### src/inc/qdc_pkg.sv
// Purpose: shared constants and types of the quad converter serial front end
// Assumes: 125 MHz system clock samples every pin
// Notes: word layout is channel in the top two bits, code in the low twelve
`default_nettype none
package qdc_pkg;
  localparam int WORD_W = 16;
  localparam int CODE_W = 12;
  localparam int CHAN_N = 4;
  localparam int FIFO_DEPTH = 8;
  localparam logic [4:0] BIT_CNT_RST = 5'h00;
  localparam logic [4:0] BIT_CNT_LAST = 5'h0F;
  localparam logic [WORD_W-1:0] SHIFT_RST = 16'h0000;
  localparam logic [CODE_W-1:0] CODE_ZERO = 12'h000;
  localparam logic [CODE_W-1:0] CODE_MID = 12'h800;
  localparam int CLK_PERIOD_NS = 8;
  localparam int LOAD_PULSE_NS = 20;
  localparam int LOAD_PULSE_CYC = (LOAD_PULSE_NS + CLK_PERIOD_NS - 1) / CLK_PERIOD_NS;

  // raw pin levels, also used for the synchroniser stages
  typedef struct packed {
    logic data;
    logic sclk;
    logic select_n;
    logic load_n;
    logic clear_n;
    logic clear_level;
  } qdc_pins_t;

  localparam qdc_pins_t PINS_RST = '{data: 1'b0, sclk: 1'b1, select_n: 1'b1, load_n: 1'b1, clear_n: 1'b1,
                                     clear_level: 1'b0};

  // one serial frame, msb first on the wire
  typedef struct packed {
    logic [1:0] chan;
    logic [1:0] spare;
    logic [CODE_W-1:0] code;
  } qdc_word_t;

  typedef logic [CHAN_N-1:0][CODE_W-1:0] qdc_codes_t;

  function automatic logic [CODE_W-1:0] qdc_clear_code(input logic level);
    qdc_clear_code = level ? CODE_MID : CODE_ZERO;
  endfunction
endpackage
`default_nettype wire

### src/verilog/qdc_front.sv
// Purpose: serial load, load strobe and clear logic of a quad 12-bit converter
// Assumes: all pins asynchronous to clock; pins sampled by two flip-flops each
// Notes: serial clock must stay well below clock/4 so every edge is seen
//
// What this block does
// RULE_01: host keeps data valid at every rising serial clock edge.
// RULE_02: data input ignored while select is high.
// RULE_03: each rising serial clock edge while selected shifts one bit in.
// RULE_04: host holds select low for the whole frame.
// RULE_05: internal shift clock is select ORed with serial clock.
// RULE_06: load strobe falling edge copies input registers to converter registers.
// RULE_07: host keeps input data still while load strobe is low.
// RULE_08: clear forces input and converter registers to the clear code.
// RULE_09: clear leaves the serial shift register untouched.
// RULE_10: clear code is midscale when level select high, else zero.
// RULE_11: a frame is one 16-bit word.
// RULE_12: word is channel bits 15:14, code bits 11:0, msb first.
`default_nettype none

module qdc_fifo
  import qdc_pkg::*;
#(
  parameter int WIDTH = WORD_W,
  parameter int DEPTH = FIFO_DEPTH
) (
  // clock and reset
  input wire logic clock,
  input wire logic reset_n,
  input wire logic clk_en,
  // fill side
  input wire logic in_valid,
  output logic in_ready,
  input wire logic [WIDTH-1:0] in_data,
  // drain side
  output logic out_valid,
  input wire logic out_ready,
  output logic [WIDTH-1:0] out_data
);
  localparam int PW = (DEPTH > 1) ? $clog2(DEPTH) : 1;
  localparam int CW = $clog2(DEPTH + 1);
  localparam logic [CW-1:0] FULL_CNT = CW'(DEPTH);
  localparam logic [PW-1:0] LAST_PTR = PW'(DEPTH - 1);

  logic [WIDTH-1:0] mem_r [DEPTH];
  logic [PW-1:0] wr_r, wr_nxt, rd_r, rd_nxt;
  logic [CW-1:0] cnt_r, cnt_nxt;
  logic push, pop;

  assign in_ready = (cnt_r != FULL_CNT);
  assign out_valid = (cnt_r != '0);
  assign out_data = mem_r[rd_r];
  assign push = in_valid && in_ready;
  assign pop = out_valid && out_ready;

  always_comb begin
    wr_nxt = wr_r;
    rd_nxt = rd_r;
    cnt_nxt = cnt_r;
    if (push) begin
      wr_nxt = (wr_r == LAST_PTR) ? '0 : wr_r + 1'b1;
    end
    if (pop) begin
      rd_nxt = (rd_r == LAST_PTR) ? '0 : rd_r + 1'b1;
    end
    if (push && !pop) begin
      cnt_nxt = cnt_r + 1'b1;
    end else if (pop && !push) begin
      cnt_nxt = cnt_r - 1'b1;
    end
  end

  always_ff @(posedge clock or negedge reset_n) begin
    if (!reset_n) begin
      wr_r <= '0;
      rd_r <= '0;
      cnt_r <= '0;
    end else if (clk_en) begin
      wr_r <= wr_nxt;
      rd_r <= rd_nxt;
      cnt_r <= cnt_nxt;
    end
  end

  // storage needs no reset; it is never read while empty
  always_ff @(posedge clock) begin
    if (clk_en && push) begin
      mem_r[wr_r] <= in_data;
    end
  end
endmodule

module qdc_front
  import qdc_pkg::*;
#(
  parameter int DEPTH = FIFO_DEPTH
) (
  // clock and reset
  input wire logic clock,
  input wire logic reset_n,
  input wire logic clk_en,
  // serial link pins
  input wire logic serial_data_in,
  input wire logic serial_clock,
  input wire logic select_n,
  // control pins
  input wire logic load_outputs_n,
  input wire logic clear_n,
  input wire logic clear_level_select,
  // converter side
  output qdc_codes_t dac_codes,
  output qdc_codes_t input_codes,
  output logic link_busy
);
  qdc_pins_t pins, sync1_r, sync2_r, prev_r;
  logic [WORD_W-1:0] shift_r, shift_nxt;
  logic [4:0] cnt_r, cnt_nxt;
  logic pend_r, pend_nxt;
  qdc_word_t pend_word_r, pend_word_nxt;
  qdc_codes_t in_reg_r, in_reg_nxt, dac_r, dac_nxt;
  logic gclk, gclk_prev, gclk_rise, load_fall, clearing;
  logic fifo_in_ready, fifo_out_valid, fifo_out_ready;
  logic [WORD_W-1:0] fifo_out_data;
  qdc_word_t head;

  assign pins = '{data: serial_data_in, sclk: serial_clock, select_n: select_n, load_n: load_outputs_n,
                  clear_n: clear_n, clear_level: clear_level_select};

  // two-stage synchroniser, then one stage of history for edge detection
  always_ff @(posedge clock or negedge reset_n) begin
    if (!reset_n) begin
      sync1_r <= PINS_RST;
      sync2_r <= PINS_RST;
      prev_r <= PINS_RST;
    end else if (clk_en) begin
      sync1_r <= pins;
      sync2_r <= sync1_r;
      prev_r <= sync2_r;
    end
  end

  // RULE_05: select ORed into clock
  assign gclk = sync2_r.select_n | sync2_r.sclk;
  assign gclk_prev = prev_r.select_n | prev_r.sclk;
  assign gclk_rise = gclk && !gclk_prev;
  assign load_fall = prev_r.load_n && !sync2_r.load_n;
  assign clearing = !sync2_r.clear_n;

  // shifter: frame state resets whenever select is high
  always_comb begin
    shift_nxt = shift_r;
    cnt_nxt = cnt_r;
    pend_nxt = pend_r;
    pend_word_nxt = pend_word_r;
    if (pend_r && fifo_in_ready) begin
      pend_nxt = 1'b0;
    end
    // RULE_02: deselected frames drop partial bits
    if (sync2_r.select_n) begin
      cnt_nxt = BIT_CNT_RST;
    // RULE_03: shift on gated clock rise
    end else if (gclk_rise) begin
      shift_nxt = {shift_r[WORD_W-2:0], sync2_r.data};
      cnt_nxt = cnt_r + 1'b1;
      // RULE_11: sixteen bits end a word
      if (cnt_r == BIT_CNT_LAST) begin
        cnt_nxt = BIT_CNT_RST;
        // a word arriving while one still waits is lost; link_busy warns the host
        if (!pend_nxt) begin
          pend_nxt = 1'b1;
          pend_word_nxt = qdc_word_t'(shift_nxt);
        end
      end
    end
  end

  // RULE_09: shift state has no clear path
  always_ff @(posedge clock or negedge reset_n) begin
    if (!reset_n) begin
      shift_r <= SHIFT_RST;
      cnt_r <= BIT_CNT_RST;
      pend_r <= 1'b0;
      pend_word_r <= qdc_word_t'(SHIFT_RST);
    end else if (clk_en) begin
      shift_r <= shift_nxt;
      cnt_r <= cnt_nxt;
      pend_r <= pend_nxt;
      pend_word_r <= pend_word_nxt;
    end
  end

  qdc_fifo #(
    .WIDTH(WORD_W),
    .DEPTH(DEPTH)
  ) u_fifo (
    .clock(clock),
    .reset_n(reset_n),
    .clk_en(clk_en),
    .in_valid(pend_r),
    .in_ready(fifo_in_ready),
    .in_data(pend_word_r),
    .out_valid(fifo_out_valid),
    .out_ready(fifo_out_ready),
    .out_data(fifo_out_data)
  );

  // input registers frozen while load is low or clear is active
  assign fifo_out_ready = sync2_r.load_n && !clearing;
  assign head = qdc_word_t'(fifo_out_data);
  assign link_busy = pend_r;

  always_comb begin
    in_reg_nxt = in_reg_r;
    dac_nxt = dac_r;
    if (clearing) begin
      // RULE_08: clear both register banks
      // RULE_10: level picks the code
      in_reg_nxt = {CHAN_N{qdc_clear_code(sync2_r.clear_level)}};
      dac_nxt = {CHAN_N{qdc_clear_code(sync2_r.clear_level)}};
    end else begin
      // RULE_06: copy on load fall
      if (load_fall) begin
        dac_nxt = in_reg_r;
      end
      // RULE_12: channel field routes code
      if (fifo_out_valid && fifo_out_ready) begin
        in_reg_nxt[head.chan] = head.code;
      end
    end
  end

  always_ff @(posedge clock or negedge reset_n) begin
    if (!reset_n) begin
      in_reg_r <= {CHAN_N{CODE_ZERO}};
      dac_r <= {CHAN_N{CODE_ZERO}};
    end else if (clk_en) begin
      in_reg_r <= in_reg_nxt;
      dac_r <= dac_nxt;
    end
  end

  assign dac_codes = dac_r;
  assign input_codes = in_reg_r;
endmodule
`default_nettype wire
### config.mk
export PLATFORM = sky130hd
export DESIGN_NAME = qdc_front
export DESIGN_NICKNAME = d
export VERILOG_FILES = /design/src/inc/qdc_pkg.sv /design/src/verilog/qdc_front.sv
export SDC_FILE = /design/constraint.sdc
export NUM_CORES = 1
export LEC_CHECK = 0
export ABC_AREA = 0
export BUFFER_PORTS_ARGS = -buffer_cell sky130_fd_sc_hd__buf_4
export CAP_MARGIN = 20
export CELL_PAD_IN_SITES_DETAIL_PLACEMENT = 1
export CELL_PAD_IN_SITES_GLOBAL_PLACEMENT = 1
export CORE_MARGIN = 4
export CORE_UTILIZATION = 45
export CTS_BUF_LIST = sky130_fd_sc_hd__clkbuf_8
export DETAILED_ROUTE_END_ITERATION = 6
export PLACE_DENSITY = 0.69
export SLEW_MARGIN = 15
export SYNTH_ARGS = -nofsm -noshare
export SYNTH_HDL_FRONTEND = slang
export SYNTH_SLANG_ARGS = --single-unit
### constraint.sdc
create_clock -name clock -period 7.1 [get_ports clock]
set_input_delay 0.71 -clock clock [delete_from_list [all_inputs] [get_ports clock]]
set_output_delay 0.71 -clock clock [all_outputs]
set_load 0.02 [all_outputs]
==> results.tsv <==
stage	metric	value	unit
worst_setup_path	element type at the critical path end	flop	
route	WL per Instance	21.3	um
timing	Max-slew headroom	0.373	
floorplanning	Die ar.	0.0257	mm^2
placement	GP Congestion	0.743	
timing	skew final	0.0227	ns
global_route	gr usage total	0.188	
flow_run	Max Cap Violations	0	
floorplanning	die width	160	um
cts	number of CTS-inserted buffers	45	
outcome	status	finished clean	
yosys	Mapped Nets	675	
yosys	post-synthesis cell type count	44	
global_route	vias in the first global route	6807	
worst_setup_path	startpoint types	flop	
cts	root cell of the clock tree	clkbuf_8	
finish	fin area	0.0124	mm^2
worst_setup_path	crit path to	pend_word_r[9]$_DFFE_PN0P_	
yosys	number of synthesized flops with an enable pin	112	
worst_setup_path	Reg2Reg Capture Point	pend_word_r[9]$_DFFE_PN0P_	
timing	fin crit period	2.95	ns
worst_setup_path	Data required, critical path	7.50	ns
floorplanning	Rows	55	
worst_setup_path	CP max-delay cell	a311oi_2	
route	Vias	6134	
placement	Post-DP Area	0.0115	mm^2
worst_setup_path	Buf/Inv on CP	1	
timing	setup repair after global routing missed its margin	no	
worst_setup_path	Crit path largest cell delay	0.71	ns
route	vias per inst	5.54	
worst_setup_path	Crit path arrival time	3.36	ns
yosys	Syn. warnings	0	
finish	Ant. Diodes	0	
worst_setup_path	worst reg-to-reg path cell count	5	
pwr	pwr dens	287	mW/mm^2
timing	Final period util	0.416	
yosys	synth top area cells	dfrtp_1 (35%), edfxtp_1 (32%), mux4_2 (4.8%), mux2_2 (4.6%), a22o_1 (3.8%)	
yosys	cell count after synthesis	657	
timing	final setup TNS	0	ns
cts	CTS Hold Bufs	0	
cts	Post-CTS Resized	0	
route	Remaining DRCs	0	
worst_setup_path	number of cells on the critical path	5	
yosys	synthesized flop and latch total	268	
finish	layout cells sized above 1	0.318	
cts	Worst-Skew Late Latency	0.54	ns
yosys	post-synth top area share	0.348	
hold_path	Worst Hold Class	in -> async	
pwr	Leak Pwr	5.40	nW
floorplanning	I/O pins	106	
cts	number of setup buffers added after CTS	0	
global_route	global-route wire length before repair	38900	um
yosys	register area share after synthesis	0.698	
worst_setup_path	R2R setup slack	4.15	ns
route	final WL	23500	um
yosys	post-synth top area cell	dfrtp_1	
cts	CTS tree	yes	
timing	Final Hold Fails	0	
floorplanning	Starting Density	0.459	
global_route	initial antenna violation count	0	
finish	# fillers	2161	
cts	maximum buffer depth of the clock tree	3	
global_route	grt ovf	0	
yosys	ys async rst share	0.582	
worst_setup_path	worst setup path start	sync2_r[4]$_DFFE_PN1P_	
worst_setup_path	worst-path maximum fanout	18	
cts	CTS clk-pin slew, worst paths	0.06	ns
route	Antenna Violating Nets Remaining	0	
route	initial DRC count	281	
yosys	Post-Syn Area	0.0104	mm^2
pwr	peak supply drop	0.000122	V
floorplanning	core footprint	0.0227	mm^2
global_route	largest net degree at the start of global routing	83	
floorplanning	Die Y	160	um
route	1st-pass router iterations	4	
timing	FMAX	0.339	GHz
timing	final setup vio count	0	
yosys	Synth Flop Type	dfrtp_1	
finish	Final Core Density	0.546	
worst_setup_path	Crit Path Class	reg -> reg	
finish	fin nets	806	
placement	hpwl dp	15800	um
timing	hold slack	0.203	ns
cts	CTS Sinks	268	
worst_setup_path	FF-to-FF Start	sync2_r[4]$_DFFE_PN1P_	
yosys	syn avg cell area	15.9	um^2
placement	port bufs	105	
timing	Slew @ Worst Pin	0.940	ns
worst_setup_path	CP delay by family, top	simple AND/OR/NAND/NOR gates	
finish	Area Growth Syn to Fin	19.0	%
cts	H-tree depth	2	
timing	pins over their slew limit	0	
worst_setup_path	worst path cell trace	nor4b_1 > nand2_1 > a311oi_2 > buf_4 > mux2_2	
-- synthesized netlist by cell type (3+ instances only) --
| cell type | n |
|---|---|
| nand3b_1 | 4 |
| nor2_1 | 10 |
| mux2i_1 | 13 |
| inv_1 | 5 |
| nor2b_1 | 3 |
| mux4_1 | 6 |
| nand2_1 | 89 |
| nand3_1 | 8 |
| dfrtp_1 | 145 |
| mux2_2 | 43 |
| clkbuf_1 | 25 |
| buf_2 | 5 |
| a22o_1 | 45 |
| a21oi_1 | 6 |
| ha_1 | 8 |
| dfstp_2 | 11 |
| mux4_2 | 22 |
| xnor2_1 | 3 |
| and2_1 | 3 |
| o21ai_0 | 18 |
| nor3_1 | 5 |
| edfxtp_1 | 112 |
| o2bb2ai_1 | 30 |
| buf_6 | 3 |
| nand2b_1 | 6 |
-- logic make-up (layout without fill, tap and decap cells) --
logic type	after synthesis	after routing	share of synthesized area
AO/OA/AOI/OAI	111	111	0.0840
buffers and inverters	40	206	0.0172
multiplexers	86	86	0.126
XOR/XNOR	5	5	0.00420
flip-flops	268	268	0.698
AND/OR/NAND/NOR	138	138	0.0593
adder cells (fa/ha/maj)	9	9	0.0115
-- final cells by class --
class / count / area (um^2) / area share
Sequential cell: 268 / 7280 / 0.587
Multi-Input combinational cell: 349 / 2990 / 0.241
Timing Repair Buffer: 119 / 897 / 0.0723
Clock buffer: 53 / 729 / 0.0588
Tap cell: 285 / 357 / 0.0287
Clock inverter: 29 / 141 / 0.0114
Inverter: 5 / 18.8 / 0.00151
-- worst min-delay path by stage --
stage | from | endpoint | slack [ns] | cells after the start
after global routing | reset_n | input_codes[0]$_DFFE_PN0P_ | 0.26 | 1
after floorplan | reset_n | cnt_r[0]$_DFFE_PN0P_ | 0.41 | 0
after CTS | reset_n | dac_codes[36]$_DFFE_PN0P_ | 0.21 | 1
final | reset_n | dac_codes[36]$_DFFE_PN0P_ | 0.20 | 1
after detailed placement | shift_r[12]$_DFFE_PN0P_ | shift_r[13]$_DFFE_PN0P_ | 0.47 | 2
after global placement | shift_r[12]$_DFFE_PN0P_ | shift_r[13]$_DFFE_PN0P_ | 0.45 | 2
-- cell usage in the layout (no fill, tap or decap), types with 4 or more instances in the layout --
cell type,n
mux2i_1,13
dfrtp_1,145
o2bb2ai_1,30
a22o_1,45
buf_4,118
dfstp_2,11
nand3_1,8
mux2_2,43
nand2b_1,6
inv_1,28
nand3b_1,4
mux4_1,6
o21ai_0,18
nand2_1,89
edfxtp_1,112
a21oi_1,6
nor2_1,10
clkbuf_8,53
ha_1,8
mux4_2,22
-- power breakdown --
group / internal, mW / switching [mW] / total, mW
clock network: 0.711 / 0.580 / 1.29
registers: 1.69 / 0.0951 / 1.78
logic: 0.212 / 0.276 / 0.488
total: 2.61 / 0.951 / 3.56
-- layer usage --
metal	up-vias	wire length, um	track usage	share of wire
met5	-	0	0	0
li1	2757	-	-	-
met4	0	478	0.0524	0.020
met3	42	1170	0.0392	0.050
met1	3168	10300	0.252	0.44
met2	167	11600	0.314	0.49
-- through the flow --
stage                     setup slack (ns)  std cells  power [mW]
final                                 4.15       1108        3.56
after global routing                  3.96       1108        3.76
after CTS                             3.94       1107        3.62
after detailed placement              3.97       1025        2.31
after global placement                4.10       1025        2.29
after floorplan                       3.82        657        2.13
-- flip-flops by register name, summed over array words and instances (netlist names) --
signal,flops
u_fifo.mem_r,112
u_fifo.cnt_r,4
sync1_r,6
u_fifo.rd_r,3
prev_r,3
shift_r,15
link_busy,1
dac_codes,48
pend_word_r,14
cnt_r,5
input_codes,48
u_fifo.wr_r,3
sync2_r,6
Note: power is estimated with default switching activity, not from simulation.
